--- src/ocq_pkg.sv ---
// Package: register map, field layout, reset values and types of the trim bank
// Operation
// - Amplitude trim bit 5 enables the LNA I/Q test pattern; resets to zero.
// - Amplitude trim bit 4 enables the mixer I/Q test pattern; resets to zero.
// - Amplitude trim bits 3-0 hold the I/Q amplitude balance trim; reset 1000.
// - Phase trim bits 5-0 hold the I/Q phase balance trim; reset 10_0000.
// - Three consecutive registers form the 20-bit lower-limit frequency value.
// - Five-bit span code: thermometer 1.125 to 36 MHz, others zero; reset 9 MHz.
// - Calibration completion stores low and high codes; software may access both.
// - Current code bit 7 picks automatic (0) or forced (1) mode; resets zero.
// - Automatic mode reports the code in use, updated on radio on commands.
// - Forced mode applies the written code; written code ignored in automatic.
// - Software writes start bit one; device clears it when calibration completes.
package ocq_pkg;

   //----------------------------------------------------------------
   // Bus and field widths
   //----------------------------------------------------------------
   localparam int APB_AW  = 8;
   localparam int CODE_W  = 7;
   localparam int FREQ_W  = 20;
   localparam int SPAN_W  = 5;
   localparam int UNITS_W = 6;
   localparam int IRQ_NUM = 2;

   //----------------------------------------------------------------
   // Register indices (byte address is four times the index)
   //----------------------------------------------------------------
   localparam logic [5:0] IDX_AMP_TRIM   = 6'h14;
   localparam logic [5:0] IDX_PHASE_TRIM = 6'h15;
   localparam logic [5:0] IDX_LOWF_B0    = 6'h16;
   localparam logic [5:0] IDX_LOWF_B1    = 6'h17;
   localparam logic [5:0] IDX_LOWF_N2    = 6'h18;
   localparam logic [5:0] IDX_SPAN       = 6'h19;
   localparam logic [5:0] IDX_LOW_CODE   = 6'h1A;
   localparam logic [5:0] IDX_HIGH_CODE  = 6'h1B;
   localparam logic [5:0] IDX_CUR_CODE   = 6'h1C;
   localparam logic [5:0] IDX_GO         = 6'h1D;
   localparam logic [5:0] IDX_IRQ_STATUS = 6'h20;
   localparam logic [5:0] IDX_IRQ_MASK   = 6'h21;

   //----------------------------------------------------------------
   // Reset values
   //----------------------------------------------------------------
   localparam logic [7:0] RST_AMP_TRIM   = 8'h08;
   localparam logic [7:0] RST_PHASE_TRIM = 8'h20;
   localparam logic [7:0] RST_LOWF_B0    = 8'h55;
   localparam logic [7:0] RST_LOWF_B1    = 8'h55;
   localparam logic [7:0] RST_LOWF_N2    = 8'h09;
   localparam logic [7:0] RST_SPAN       = 8'h07;
   localparam logic [7:0] RST_CODE       = 8'h00;
   localparam logic [7:0] RST_GO         = 8'h00;
   localparam logic [1:0] RST_IRQ        = 2'h0;

   //----------------------------------------------------------------
   // Field positions
   //----------------------------------------------------------------
   localparam int BIT_LNA_PAT    = 5;
   localparam int BIT_MIX_PAT    = 4;
   localparam int BIT_FORCE_MODE = 7;
   localparam int BIT_GO         = 0;
   localparam int IRQ_CAL_DONE   = 0;
   localparam int IRQ_CODE_UPD   = 1;

   //----------------------------------------------------------------
   // Types
   //----------------------------------------------------------------
   typedef struct packed {
      logic       lnaIqPatternEn;
      logic       mixerIqPatternEn;
      logic [3:0] iqAmplitudeTrim;
      logic [5:0] iqPhaseTrim;
   } ocq_trim_s;

   typedef struct packed {
      logic [CODE_W-1:0] lowCode;
      logic [CODE_W-1:0] highCode;
   } ocq_cal_result_s;

   typedef enum logic {SEQ_IDLE, SEQ_RUN} ocq_seq_state_e;

   // Span code to multiples of 1.125 MHz; illegal codes give zero span
   function automatic logic [UNITS_W-1:0] span_units(input logic [SPAN_W-1:0] code);
      case (code)
         5'h00:   span_units = 6'h01;
         5'h01:   span_units = 6'h02;
         5'h03:   span_units = 6'h04;
         5'h07:   span_units = 6'h08;
         5'h0F:   span_units = 6'h10;
         5'h1F:   span_units = 6'h20;
         default: span_units = 6'h00;
      endcase
   endfunction

endpackage

--- src/ocq_cal_seq.sv ---
// Calibration start/complete sequencer behind the start bit
`timescale 1ns/100ps
module ocq_cal_seq
   import ocq_pkg::*;
(
   input  wire logic clk_sys,
   input  wire logic rst,
   input  wire logic goWr,
   input  wire logic goVal,
   input  wire logic calDone,
   output logic      busy,
   output logic      donePulse
);

   ocq_seq_state_e state_reg;

   //----------------------------------------------------------------
   // State: a written one starts, completion or a written zero ends
   //----------------------------------------------------------------
   always_ff @(posedge clk_sys) begin
      if (rst) begin
         state_reg <= SEQ_IDLE;
      end else begin
         unique case (state_reg)
            SEQ_IDLE: begin
               if (goWr && goVal) begin
                  state_reg <= SEQ_RUN;
               end
            end
            SEQ_RUN: begin
               if (goWr) begin
                  state_reg <= goVal ? SEQ_RUN : SEQ_IDLE;
               end else if (calDone) begin
                  state_reg <= SEQ_IDLE;
               end
            end
         endcase
      end
   end

   // Completion strobe, only while a run is open
   always_ff @(posedge clk_sys) begin
      if (rst) begin
         donePulse <= 1'b0;
      end else begin
         donePulse <= calDone && (state_reg == SEQ_RUN);
      end
   end

   assign busy = (state_reg == SEQ_RUN);

endmodule

--- src/ocq_irq_ctrl.sv ---
// Sticky event status, read-to-clear, mask and level interrupt
`timescale 1ns/100ps
module ocq_irq_ctrl
   import ocq_pkg::*;
#(
   parameter int N = IRQ_NUM
)(
   input  wire logic         clk_sys,
   input  wire logic         rst,
   input  wire logic [N-1:0] events,
   input  wire logic         statusRd,
   input  wire logic         maskWr,
   input  wire logic [N-1:0] maskData,
   output logic [N-1:0]      status_reg,
   output logic [N-1:0]      mask_reg,
   output logic              irq_reg
);

   // Status: a new event wins over the read clear
   always_ff @(posedge clk_sys) begin
      if (rst) begin
         status_reg <= N'(RST_IRQ);
      end else begin
         status_reg <= (status_reg & ~{N{statusRd}}) | events;
      end
   end

   // Mask
   always_ff @(posedge clk_sys) begin
      if (rst) begin
         mask_reg <= N'(RST_IRQ);
      end else if (maskWr) begin
         mask_reg <= maskData;
      end
   end

   // Level interrupt
   always_ff @(posedge clk_sys) begin
      if (rst) begin
         irq_reg <= 1'b0;
      end else begin
         irq_reg <= |(status_reg & mask_reg);
      end
   end

endmodule

--- src/ocq_trim_regs.sv ---
// Trim and oscillator calibration register bank with APB slave
`timescale 1ns/100ps
module ocq_trim_regs
   import ocq_pkg::*;
(
   input  wire logic                  clk_sys,
   input  wire logic                  rst,
   // APB slave
   input  wire logic                  psel,
   input  wire logic                  penable,
   input  wire logic                  pwrite,
   input  wire logic [APB_AW-1:0]     paddr,
   input  wire logic [31:0]           pwdata,
   output logic [31:0]                prdata,
   output logic                       pready,
   output logic                       pslverr,
   // Radio and calibration engine
   input  wire logic                  radioOnCmd,
   input  wire logic [CODE_W-1:0]     engineCode,
   input  wire logic                  calDone,
   input  wire ocq_cal_result_s       calResult,
   // Analog controls
   output ocq_trim_s                  trimOut,
   output logic [FREQ_W-1:0]          oscCalLowFreq,
   output logic [UNITS_W-1:0]         oscCalSpanUnits,
   output logic                       oscCalGo,
   output logic [CODE_W-1:0]          appliedCode,
   output logic                       irq
);

   //----------------------------------------------------------------
   // Address decode helpers
   //----------------------------------------------------------------

   // Word index of an aligned byte address
   function automatic logic [5:0] word_idx(input logic [APB_AW-1:0] a);
      word_idx = a[7:2];
   endfunction

   // Aligned and inside the map
   function automatic logic is_mapped(input logic [APB_AW-1:0] a);
      logic [5:0] i;
      i = a[7:2];
      is_mapped = (a[1:0] == 2'h0) &&
                  (((i >= IDX_AMP_TRIM) && (i <= IDX_GO)) ||
                   (i == IDX_IRQ_STATUS) || (i == IDX_IRQ_MASK));
   endfunction

   //----------------------------------------------------------------
   // Declarations
   //----------------------------------------------------------------
   logic                  accessPhase;
   logic                  apbDone;
   logic                  wrDone;
   logic                  rdDone;
   logic [5:0]            idx;
   logic [31:0]           rdData_next;
   logic                  pready_reg;
   logic [31:0]           prdata_reg;
   logic                  pslverr_reg;
   logic [7:0]            ampTrim_reg;
   logic [7:0]            phaseTrim_reg;
   logic [7:0]            lowFreqB0_reg;
   logic [7:0]            lowFreqB1_reg;
   logic [7:0]            lowFreqN2_reg;
   logic [7:0]            upperSpan_reg;
   logic [7:0]            lowCode_reg;
   logic [7:0]            highCode_reg;
   logic                  forceMode_reg;
   logic [CODE_W-1:0]     forcedCode_reg;
   logic [CODE_W-1:0]     autoCode_reg;
   logic [7:1]            goSpare_reg;
   logic [FREQ_W-1:0]     lowFreq_reg;
   logic [UNITS_W-1:0]    spanUnits_reg;
   logic [CODE_W-1:0]     appliedCode_reg;
   logic [CODE_W-1:0]     currentCode;
   logic                  wrAmp;
   logic                  wrPhase;
   logic                  wrLowF0;
   logic                  wrLowF1;
   logic                  wrLowF2;
   logic                  wrSpan;
   logic                  wrLowCode;
   logic                  wrHighCode;
   logic                  wrCurCode;
   logic                  wrGo;
   logic                  wrMask;
   logic                  rdStatus;
   logic                  calBusy;
   logic                  calDonePulse;
   logic                  codeUpdate;
   logic [IRQ_NUM-1:0]    irqEvents;
   logic [IRQ_NUM-1:0]    irqStatus;
   logic [IRQ_NUM-1:0]    irqMask;
   logic                  irq_reg;

   //----------------------------------------------------------------
   // APB handshake: one wait state, answer registered
   //----------------------------------------------------------------

   // Transfer phases
   assign accessPhase = psel & penable;
   assign apbDone     = accessPhase & pready_reg;
   assign wrDone      = apbDone & pwrite & is_mapped(paddr);
   assign rdDone      = apbDone & ~pwrite & is_mapped(paddr);
   assign idx         = word_idx(paddr);

   // Ready rises in the second access cycle, falls after completion
   always_ff @(posedge clk_sys) begin
      if (rst) begin
         pready_reg <= 1'b0;
      end else begin
         pready_reg <= accessPhase & ~pready_reg;
      end
   end

   // Read data and error captured in the first access cycle
   always_ff @(posedge clk_sys) begin
      if (rst) begin
         prdata_reg  <= 32'h0000_0000;
         pslverr_reg <= 1'b0;
      end else if (accessPhase && !pready_reg) begin
         prdata_reg  <= pwrite ? 32'h0000_0000 : rdData_next;
         pslverr_reg <= ~is_mapped(paddr);
      end else begin
         pslverr_reg <= 1'b0;
      end
   end

   // Per-register write strobes and read-clear strobe
   assign wrAmp      = wrDone && (idx == IDX_AMP_TRIM);
   assign wrPhase    = wrDone && (idx == IDX_PHASE_TRIM);
   assign wrLowF0    = wrDone && (idx == IDX_LOWF_B0);
   assign wrLowF1    = wrDone && (idx == IDX_LOWF_B1);
   assign wrLowF2    = wrDone && (idx == IDX_LOWF_N2);
   assign wrSpan     = wrDone && (idx == IDX_SPAN);
   assign wrLowCode  = wrDone && (idx == IDX_LOW_CODE);
   assign wrHighCode = wrDone && (idx == IDX_HIGH_CODE);
   assign wrCurCode  = wrDone && (idx == IDX_CUR_CODE);
   assign wrGo       = wrDone && (idx == IDX_GO);
   assign wrMask     = wrDone && (idx == IDX_IRQ_MASK);
   assign rdStatus   = rdDone && (idx == IDX_IRQ_STATUS);

   //----------------------------------------------------------------
   // I/Q trims
   //----------------------------------------------------------------

   // Amplitude trim and pattern enables
   always_ff @(posedge clk_sys) begin
      if (rst) begin
         ampTrim_reg <= RST_AMP_TRIM;
      end else if (wrAmp) begin
         ampTrim_reg <= pwdata[7:0];
      end
   end

   // Phase trim
   always_ff @(posedge clk_sys) begin
      if (rst) begin
         phaseTrim_reg <= RST_PHASE_TRIM;
      end else if (wrPhase) begin
         phaseTrim_reg <= pwdata[7:0];
      end
   end

   // Trim fields to the analog side
   assign trimOut.lnaIqPatternEn   = ampTrim_reg[BIT_LNA_PAT];
   assign trimOut.mixerIqPatternEn = ampTrim_reg[BIT_MIX_PAT];
   assign trimOut.iqAmplitudeTrim  = ampTrim_reg[3:0];
   assign trimOut.iqPhaseTrim      = phaseTrim_reg[5:0];

   //----------------------------------------------------------------
   // Calibration limits
   //----------------------------------------------------------------

   // Lower-limit frequency bytes
   always_ff @(posedge clk_sys) begin
      if (rst) begin
         lowFreqB0_reg <= RST_LOWF_B0;
         lowFreqB1_reg <= RST_LOWF_B1;
         lowFreqN2_reg <= RST_LOWF_N2;
      end else begin
         if (wrLowF0) begin
            lowFreqB0_reg <= pwdata[7:0];
         end
         if (wrLowF1) begin
            lowFreqB1_reg <= pwdata[7:0];
         end
         if (wrLowF2) begin
            lowFreqN2_reg <= pwdata[7:0];
         end
      end
   end

   // Combined 20-bit lower limit
   always_ff @(posedge clk_sys) begin
      if (rst) begin
         lowFreq_reg <= {RST_LOWF_N2[3:0], RST_LOWF_B1, RST_LOWF_B0};
      end else begin
         lowFreq_reg <= {lowFreqN2_reg[3:0], lowFreqB1_reg, lowFreqB0_reg};
      end
   end

   // Upper span code
   always_ff @(posedge clk_sys) begin
      if (rst) begin
         upperSpan_reg <= RST_SPAN;
      end else if (wrSpan) begin
         upperSpan_reg <= pwdata[7:0];
      end
   end

   // Decoded span in 1.125 MHz steps
   always_ff @(posedge clk_sys) begin
      if (rst) begin
         spanUnits_reg <= span_units(RST_SPAN[SPAN_W-1:0]);
      end else begin
         spanUnits_reg <= span_units(upperSpan_reg[SPAN_W-1:0]);
      end
   end

   //----------------------------------------------------------------
   // Calibration run and saved codes
   //----------------------------------------------------------------

   // Start bit sequencer
   ocq_cal_seq u_seq (
      .clk_sys   (clk_sys),
      .rst       (rst),
      .goWr      (wrGo),
      .goVal     (pwdata[BIT_GO]),
      .calDone   (calDone),
      .busy      (calBusy),
      .donePulse (calDonePulse)
   );

   // Spare bits of the start register
   always_ff @(posedge clk_sys) begin
      if (rst) begin
         goSpare_reg <= RST_GO[7:1];
      end else if (wrGo) begin
         goSpare_reg <= pwdata[7:1];
      end
   end

   // Saved codes; completion store wins over a software write
   always_ff @(posedge clk_sys) begin
      if (rst) begin
         lowCode_reg  <= RST_CODE;
         highCode_reg <= RST_CODE;
      end else if (calDone && calBusy) begin
         lowCode_reg  <= {lowCode_reg[7], calResult.lowCode};
         highCode_reg <= {highCode_reg[7], calResult.highCode};
      end else begin
         if (wrLowCode) begin
            lowCode_reg <= pwdata[7:0];
         end
         if (wrHighCode) begin
            highCode_reg <= pwdata[7:0];
         end
      end
   end

   //----------------------------------------------------------------
   // Current code: automatic or forced
   //----------------------------------------------------------------

   // Mode bit
   always_ff @(posedge clk_sys) begin
      if (rst) begin
         forceMode_reg <= RST_CODE[BIT_FORCE_MODE];
      end else if (wrCurCode) begin
         forceMode_reg <= pwdata[BIT_FORCE_MODE];
      end
   end

   // Forced code, taken only when the write selects forced mode
   always_ff @(posedge clk_sys) begin
      if (rst) begin
         forcedCode_reg <= RST_CODE[CODE_W-1:0];
      end else if (wrCurCode && pwdata[BIT_FORCE_MODE]) begin
         forcedCode_reg <= pwdata[CODE_W-1:0];
      end
   end

   // Automatic code follows the engine on each radio on command
   always_ff @(posedge clk_sys) begin
      if (rst) begin
         autoCode_reg <= RST_CODE[CODE_W-1:0];
      end else if (radioOnCmd) begin
         autoCode_reg <= engineCode;
      end
   end

   // Code in use
   assign currentCode = forceMode_reg ? forcedCode_reg : autoCode_reg;

   always_ff @(posedge clk_sys) begin
      if (rst) begin
         appliedCode_reg <= RST_CODE[CODE_W-1:0];
      end else begin
         appliedCode_reg <= currentCode;
      end
   end

   //----------------------------------------------------------------
   // Interrupts
   //----------------------------------------------------------------

   // Events: calibration done, automatic code refreshed
   assign codeUpdate = radioOnCmd & ~forceMode_reg;

   always_comb begin
      irqEvents               = '0;
      irqEvents[IRQ_CAL_DONE] = calDonePulse;
      irqEvents[IRQ_CODE_UPD] = codeUpdate;
   end

   ocq_irq_ctrl #(
      .N (IRQ_NUM)
   ) u_irq (
      .clk_sys    (clk_sys),
      .rst        (rst),
      .events     (irqEvents),
      .statusRd   (rdStatus),
      .maskWr     (wrMask),
      .maskData   (pwdata[IRQ_NUM-1:0]),
      .status_reg (irqStatus),
      .mask_reg   (irqMask),
      .irq_reg    (irq_reg)
   );

   //----------------------------------------------------------------
   // Read multiplexer
   //----------------------------------------------------------------
   always_comb begin
      rdData_next = 32'h0000_0000;
      unique case (idx)
         IDX_AMP_TRIM:   rdData_next[7:0] = ampTrim_reg;
         IDX_PHASE_TRIM: rdData_next[7:0] = phaseTrim_reg;
         IDX_LOWF_B0:    rdData_next[7:0] = lowFreqB0_reg;
         IDX_LOWF_B1:    rdData_next[7:0] = lowFreqB1_reg;
         IDX_LOWF_N2:    rdData_next[7:0] = lowFreqN2_reg;
         IDX_SPAN:       rdData_next[7:0] = upperSpan_reg;
         IDX_LOW_CODE:   rdData_next[7:0] = lowCode_reg;
         IDX_HIGH_CODE:  rdData_next[7:0] = highCode_reg;
         IDX_CUR_CODE:   rdData_next[7:0] = {forceMode_reg, currentCode};
         IDX_GO:         rdData_next[7:0] = {goSpare_reg, calBusy};
         IDX_IRQ_STATUS: rdData_next[IRQ_NUM-1:0] = irqStatus;
         IDX_IRQ_MASK:   rdData_next[IRQ_NUM-1:0] = irqMask;
         default:        rdData_next = 32'h0000_0000;
      endcase
   end

   //----------------------------------------------------------------
   // Outputs
   //----------------------------------------------------------------
   assign prdata          = prdata_reg;
   assign pready          = pready_reg;
   assign pslverr         = pslverr_reg;
   assign oscCalLowFreq   = lowFreq_reg;
   assign oscCalSpanUnits = spanUnits_reg;
   assign oscCalGo        = calBusy;
   assign appliedCode     = appliedCode_reg;
   assign irq             = irq_reg;

endmodule

--- config.mk ---
export PLATFORM = sky130hd
export DESIGN_NAME = ocq_trim_regs
export DESIGN_NICKNAME = d
export VERILOG_FILES = /design/src/ocq_pkg.sv /design/src/ocq_cal_seq.sv /design/src/ocq_irq_ctrl.sv /design/src/ocq_trim_regs.sv
export SDC_FILE = /design/constraint.sdc
export NUM_CORES = 1
export LEC_CHECK = 0
export ABC_AREA = 1
export ABC_CLOCK_PERIOD_IN_PS = 2300
export BUFFER_PORTS_ARGS = -buffer_cell sky130_fd_sc_hd__buf_2
export CAP_MARGIN = 30
export CORE_UTILIZATION = 52
export DETAILED_ROUTE_END_ITERATION = 10
export PLACE_DENSITY_LB_ADDON = 0.12
export SETUP_SLACK_MARGIN = 0.5
export SYNTH_ARGS = -nofsm -noshare
export SYNTH_HDL_FRONTEND = slang
export SYNTH_SLANG_ARGS = --single-unit
--- constraint.sdc ---
create_clock -name clk_sys -period 2.3 [get_ports clk_sys]
set_clock_uncertainty 0.05 [all_clocks]
set_input_delay 0.23 -clock clk_sys [delete_from_list [all_inputs] [get_ports clk_sys]]
set_output_delay 0.23 -clock clk_sys [all_outputs]
set_load 0.005 [all_outputs]
==> results.py, run 1 <==
metrics = {
    "worst_setup_path": {
        "worst-path-stages": 8,
        "cp-endpoint": "lowFreqB0_reg[1]",
        "slowest_delay_ns": 0.34,
        "worst-setup-path-type": "reg -> reg",
        "cp_slowest_cell": "dfxtp_1",
        "critPathLaunch": "pready",
        "start_kind": "register",
        "required_ns": 2.57,
        "worst-r2r-setup-slack_ns": 0.63,
        "end_kind": "register",
        "worstPathCellList": "nand3_1 > nor2_2 > nand3_4 > buf_12 > nor2_4 > inv_1 > nor2_1 > nor2_1",
        "timing.rr.start": "pready",
        "timing.rr.end": "lowFreqB0_reg[1]",
        "cp_common_cell": "nor2_1",
        "arrival_ns": 1.93,
        "path_buf_inv": 2,
        "critPathTopFamily": "simple AND/OR/NAND/NOR gates",
        "ff2ff_path_depth": 8,
        "worstPathMaxFanout": 13,
    },
    "yosys": {
        "synth_area_sq_mm": 0.00624,
        "synth.most_common_cell": "nand2_1",
        "synth_cell_type_count": 32,
        "synth_warnings": 0,
        "netlist.area_leader.share_pct": 43.6,
        "yosysTopAreaCell": "dfxtp_1",
        "ys_ff_latch": 136,
        "synth_area_per_cell_sq_um": 6.91,
        "synth_ff_type": "dfxtp_1",
        "ys_seq_area_share_pct": 43.6,
        "postSynth.asyncResetShare_pct": 0,
        "syn_inst": 904,
        "yosys-top-cells-count": "268 x nand2_1, 174 x nor2_1, 136 x dfxtp_1, 72 x inv_1, 46 x o21ai_0",
        "synth_edf_count": 0,
        "ys_top_cells_by_area": "dfxtp_1 44%, nand2_1 16%, nor2_1 10%, buf_4 4.6%, inv_1 4.3%",
    },
    "sta": {
        "post-route-min-period_ns": 1.67,
        "post-route-period-util_pct": 72.5,
        "max_slew_margin_pct": 63.4,
        "max_freq_mhz": 600,
        "slew_viol_final": 0,
        "rsz0062_at_grt": "false",
        "timing.setup.tns_ns": 0,
        "setup_viol": 0,
        "setup_slack_ns": 0.633,
        "worst_pin_slew_ns": 0.547,
        "hold_viol": 0,
    },
    "clock_tree": {
        "cts.sinks": 136,
        "path_clk_slew_ns": 0.06,
        "cts_buffers": 17,
        "htree_levels": 4,
        "clock-root-buffer": "clkbuf_16",
        "clock_path_buffers": 2,
        "clock_latency_ns": 0.43,
        "cts_tree": "yes",
    },
    "global_routing": {
        "grt_overflow": 0,
        "antenna_found_initial": 0,
        "grt_pass1_wl_um": 25000,
        "grt_max_degree": 53,
        "grt_use_total_pct": 26.2,
        "grt_pass1_vias": 4959,
    },
    "route": {
        "ant_nets": 0,
        "post_drt_wl_per_cell_um": 13.6,
        "routed_wl_um": 15700,
        "viasPerCell": 4.91,
        "drt_first_pass_iters": 9,
        "drc": 7,
        "num_vias": 5687,
        "first_iter_violations": 296,
    },
    "hold_path": {
        "hp-class": "in -> reg",
        "hold_depth": 3,
        "hp-start": "engineCode[1]",
    },
    "final_layout": {
        "ff_latch_area_sq_mm": 0.00272,
        "largest_register_ffs": 20,
        "syn_to_final_growth_pct": 19.1,
        "final_net_count": 1070,
        "layout-drive-gt1-share_pct": 18.7,
        "fillers": 1086,
        "multi_input_area_sq_mm": 0.00289,
        "n_antenna_cell": 0,
    },
    "pwr": {
        "leakage_nw": 3.64,
        "p_per_area_mw_per_mm2": 737,
        "peakVddDrop_mv": 0.505,
    },
    "status": {
        "violations": "design-rule violations",
        "status": "finished with violations",
    },
    "floorplanning": {
        "die_h_um": 112,
        "io_pins": 149,
        "dieArea_sq_mm": 0.0125,
        "initial_utilization_pct": 54.0,
        "rows": 39,
        "fp.coreArea_sq_mm": 0.0116,
        "dieWidth_um": 112,
    },
    "placed_design": {
        "hpwl_um": 10500,
        "post-place-ws_ns": 0.269,
        "port_buffers": 100,
        "place_congestion": 0.860,
    },
    "run": {
        "drv_cap": 0,
    },
}
[metrics by stage]
step / std cells / utilization [%] / cell area, sq um / power, mW / hold slack, ns
after global placement: 1112 / 57.7 / 6670 / 2.68 / 0.370
after CTS: 1152 / 63.9 / 7390 / 5.50 / 0.000619
after floorplan: 927 / - / 6330 / 2.60 / 0.315
after detailed placement: 1112 / 57.7 / 6670 / 2.68 / 0.380
after global routing: 1158 / 64.3 / 7440 / 5.64 / 0.0237
final: 1158 / 64.3 / 7440 / 5.49 / 0.00803
[cell type report]
class / count / share of cell area, %
clock buffer: 21 / 6.46
clock inverter: 11 / 1.95
inverter: 75 / 3.83
multi-input combinational: 644 / 38.8
sequential: 136 / 36.6
tap: 143 / 2.40
timing repair buffer: 128 / 9.92
[where the power goes]
group	internal, mW	leakage (nW)	switching [mW]
clock	1.82	0.301	1.03
sequential	2.37	1.10	0.00644
combinational	0.0778	2.24	0.178
[placed cells by master, fill, tap and decap left out, types with 2 or more instances in the layout]
master / netlist / final
a21oi_1: 29 / 29
buf_2: 2 / 100
buf_4: 38 / 21
bufinv_16: 0 / 3
clkbuf_16: 0 / 17
clkbuf_8: 0 / 4
clkinv_2: 0 / 3
clkinv_4: 0 / 2
clkinvlp_4: 0 / 4
conb_1: 1 / 24
dfxtp_1: 136 / 135
dlygate4sd3_1: 0 / 6
inv_1: 72 / 70
inv_2: 2 / 3
nand2_1: 268 / 268
nand3_1: 29 / 29
nand3_2: 2 / 2
nand3b_1: 14 / 14
nand4_1: 10 / 10
nor2_1: 174 / 173
nor2_2: 9 / 10
nor2_4: 12 / 12
nor3_1: 6 / 6
o211ai_1: 12 / 12
o21ai_0: 46 / 46
[repair_timing]
| item | 4_1_cts | 5_1_grt |
|---|---|---|
| gates resized for setup | 0 | 3 |
| setup buffers | 2 | 6 |
| endpoints found under the setup margin | 36 | 30 |
| pin swaps | 1 | 2 |
| hold endpoints to repair | 6 | 0 |
| hold buffers | 6 | 0 |
[worst reg2reg max path, cell delays in order (launching register included)]
cell and delay, ns:
dfxtp_1 0.34, nand3_1 0.11, nor2_2 0.18, nand3_4 0.11
buf_12 0.18, nor2_4 0.27, inv_1 0.15, nor2_1 0.11
nor2_1 0.06
[logic make-up after synthesis]
| logic type | share of synthesized area [%] |
|---|---|
| simple gates | 36.9 |
| buf+inv | 11.6 |
| other cells | 0.0601 |
| flops | 43.6 |
| compound gates | 7.83 |
[how the worst min path moves through the flow]
| stage | endpoint | slack (ns) |
|---|---|---|
| floorplan | autoCode_reg[0] | 0.31 |
| CTS | autoCode_reg[1] | 0.0006 |
| global placement | u_irq.status_reg[0] | 0.37 |
| detailed placement | oscCalLowFreq[13] | 0.38 |
| global route | autoCode_reg[1] | 0.02 |
| finish | autoCode_reg[1] | 0.008 |
[per-layer routing]
| layer | up-vias | routed length, um | global-route usage (%) |
|---|---|---|---|
| met5 | - | 0 | 0 |
| met4 | 0 | 367 | 11.7 |
| met3 | 25 | 946 | 5.28 |
| met2 | 189 | 7090 | 41.3 |
| met1 | 2530 | 7290 | 34.7 |
| li1 | 2943 | - | - |
Note: power is estimated with default switching activity, not from simulation.
==> inputs of run 2 (changes only) <==
Settings changed: ABC_AREA 1 to 0, ABC_CLOCK_PERIOD_IN_PS 2300 to 1700.
Clock period 2.3 ns to 1.7 ns, I/O delays scaled along.
==> run 2 against run 1 <==
Compared with the run above:
- the flow now finishes without violations
- design area increased by 15%
- cell count decreased by 19%
- total power increased by 31%
- critical path depth decreased by 4
- count of clock-buffer cells in the layout increased by 2
- register-to-register slack got worse by 0.58 ns
- non-clock buffer count increased by 54
- combinational power increased by 120%
- first-iteration DRC count increased by 78%
- synthesized area decreased by 2.0%
- die area decreased by 2.0%
- synthesized cell count decreased by 29%
==> results.py, run 2 <==
metrics = {
    "pwr": {
        "p_int_mw": 5.48,
        "peakVddDrop_mv": 0.719,
        "swShare_pct": 23.6,
        "p_per_area_mw_per_mm2": 838,
        "clkPwrFrac_pct": 47.1,
        "totalPowerFinal_mw": 7.17,
        "leakage_nw": 3.52,
        "combPwrFrac_pct": 8.0,
        "seq_power_share_pct": 44.8,
        "p_switching_mw": 1.69,
    },
    "yosys": {
        "ys_top_cells_by_area": "dfxtp_1 44%, mux2i_1 8.5%, buf_4 5.5%, mux4_2 4.8%, nand2_1 4.0%",
        "yosysTopAreaCell": "dfxtp_1",
        "netlist.area_leader.share_pct": 44.5,
        "ys_seq_area_share_pct": 44.5,
        "synth_adder_area_share_pct": 0,
        "syn_inst": 642,
        "synth_xor_area_share_pct": 0,
        "synth_area_per_cell_sq_um": 9.53,
        "yosys-top-cells-count": "136 x dfxtp_1, 65 x nand2_1, 52 x mux2i_1, 45 x buf_4, 40 x nand3_1",
        "synth_cell_type_count": 56,
        "synth.most_common_cell": "dfxtp_1",
        "synth_top_family_by_area": "simple AND/OR/NAND/NOR gates",
        "synthMuxAreaShare_pct": 15.1,
        "postSynth.asyncResetShare_pct": 0,
        "ys_ff_latch": 136,
        "synth_simple_gate_area_share_pct": 17.4,
        "synth_warnings": 0,
        "synth_ff_type": "dfxtp_1",
        "synth_area_sq_mm": 0.00612,
        "synth_compound_area_share_pct": 13.1,
        "synth_edf_count": 0,
    },
    "worst_setup_path": {
        "start_kind": "register",
        "slowest_delay_ns": 0.47,
        "arrival_ns": 1.88,
        "worstPathCellList": "mux4_2 > a22o_1 > a221oi_2 > a221oi_1",
        "worstPathMaxFanout": 2,
        "critPathTopFamily": "compound AO/OA/AOI/OAI gates",
        "cp_slowest_cell": "mux4_2",
        "end_kind": "register",
        "worst-setup-path-type": "reg -> reg",
        "required_ns": 1.94,
        "path_buf_inv": 0,
    },
    "floorplanning": {
        "initial_utilization_pct": 53.4,
        "dieWidth_um": 110,
        "rows": 39,
        "dieArea_sq_mm": 0.0122,
        "io_pins": 149,
        "fp.coreArea_sq_mm": 0.0115,
        "die_h_um": 110,
    },
    "sta": {
        "slew_viol_final": 0,
        "max_slew_margin_pct": 59.9,
        "hold_slack_ns": 0.0153,
        "post-route-min-period_ns": 1.64,
        "setup_slack_ns": 0.0566,
        "setup_viol": 0,
        "worst_pin_slew_ns": 0.599,
        "rsz0062_at_grt": "true",
        "hold_viol": 0,
        "post-route-period-util_pct": 96.7,
        "max_freq_mhz": 608,
        "timing.setup.tns_ns": 0,
    },
    "global_routing": {
        "grt_pass1_vias": 5440,
        "grt_max_degree": 44,
        "grt_use_total_pct": 31.8,
        "antenna_found_initial": 0,
        "grt_overflow": 0,
        "grt_pass1_wl_um": 29800,
    },
    "final_layout": {
        "n_antenna_cell": 0,
        "largest_register_ffs": 20,
        "syn_to_final_growth_pct": 40.0,
        "fin_util_pct": 74.7,
        "design_area_sq_mm": 0.00856,
        "final_net_count": 849,
        "post_layout_nonfiller_instances": 937,
        "final_common_cell": "dfxtp_1",
        "layout-drive-gt1-share_pct": 44.6,
        "final_cell_mix": "127 x dfxtp_1, 98 x buf_2, 62 x nand2_1",
    },
    "run": {
        "drv_cap": 0,
    },
    "route": {
        "ant_nets": 0,
        "post_drt_wl_per_cell_um": 20.9,
        "met3_length_um": 1830,
        "wl_met1_um": 7730,
        "first_iter_violations": 528,
        "route.top_layer_used": "met4",
        "drc": 0,
        "routed_wl_um": 19600,
        "drt_first_pass_iters": 7,
        "num_vias": 5617,
        "viasPerCell": 5.99,
        "wl_met2_um": 9250,
    },
    "clock_tree": {
        "cts_buffers": 17,
        "htree_levels": 4,
        "path_clk_slew_ns": 0.06,
        "cts_tree": "yes",
        "clock_path_buffers": 2,
        "cts.sinks": 136,
        "clock-root-buffer": "clkbuf_16",
        "clock_latency_ns": 0.42,
    },
    "placed_design": {
        "place_congestion": 0.892,
        "placed_cells": 866,
        "post-place-ws_ns": -0.0321,
        "port_buffers": 100,
        "hpwl_um": 12300,
        "place_area_sq_mm": 0.00692,
    },
    "status": {
        "status": "completed",
    },
    "hold_path": {
        "hp-class": "in -> reg",
    },
}
## run 2: cell types whose count changed after synthesis, moves of 13 or more
cell and delta:
nor2_1 -142, inv_1 -62, a31oi_1 +18, mux2i_1 +52, nand2_1 -203, mux4_2 +13
## run 2: final timing paths
| check | startpoint | to | slack, ns | cells past startpoint |
|---|---|---|---|---|
| worst max-delay path | upperSpan_reg[1] | prdata[1] | 0.06 | 4 |
| worst min-delay path | pwdata[3] | goSpare_reg[3] | 0.02 | 3 |
| worst max register to register | upperSpan_reg[1] | prdata[1] | 0.06 | 4 |
| worst min register to register | lowFreqB1_reg[1] | oscCalLowFreq[9] | 0.40 | 2 |
## run 2: final cells by class
class                      count  area, sq um
timing repair buffer         182         1440
fill                         758         2900
multi-input combinational    433         3620
clock buffer                  23          468
sequential                   136         2740
tap                          143          179
inverter                      11         41.3
clock inverter                 9         75.1
## run 2: routing by layer
| layer | up-vias | GRT usage [%] |
|---|---|---|
| li1 | 2536 | - |
| met1 | 2699 | 40.6 |
| met2 | 315 | 50.4 |
| met3 | 67 | 8.29 |
| met4 | 0 | 14.4 |
| met5 | - | 0 |
## run 2: cells by family (layout without fill, tap and decap cells)
| logic type | count (synthesis) | in the layout |
|---|---|---|
| buffers and inverters | 98 | 225 |
| DFF | 136 | 136 |
| AOI/OAI and AO/OA | 128 | 128 |
| muxes | 75 | 75 |
| and+or+nand+nor | 204 | 206 |
| other | 1 | 24 |
## run 2: power groups by stage
stage | registers (mW) | clock network, mW | logic (mW)
2_1_floorplan | 3.29 | 0 | 0.304
3_3_place_gp | 3.29 | 0 | 0.456
3_5_place_dp | 3.29 | 0 | 0.463
4_1_cts | 3.22 | 3.42 | 0.529
5_1_grt | 3.22 | 3.54 | 0.605
6_report | 3.22 | 3.38 | 0.575
## run 2: tightest hold or removal path, stage by stage
cell	delay, ns
buf_2	0.16
nand3_4	0.07
a21oi_2	0.04
## run 2: timing repair
item	CTS	global route
setup buffers	21	3
endpoints found under the hold margin	8	0
hold buffers	9	0
gates resized for setup	94	67
gates cloned	6	0
pin swaps	25	25
endpoints found under the setup margin	94	95
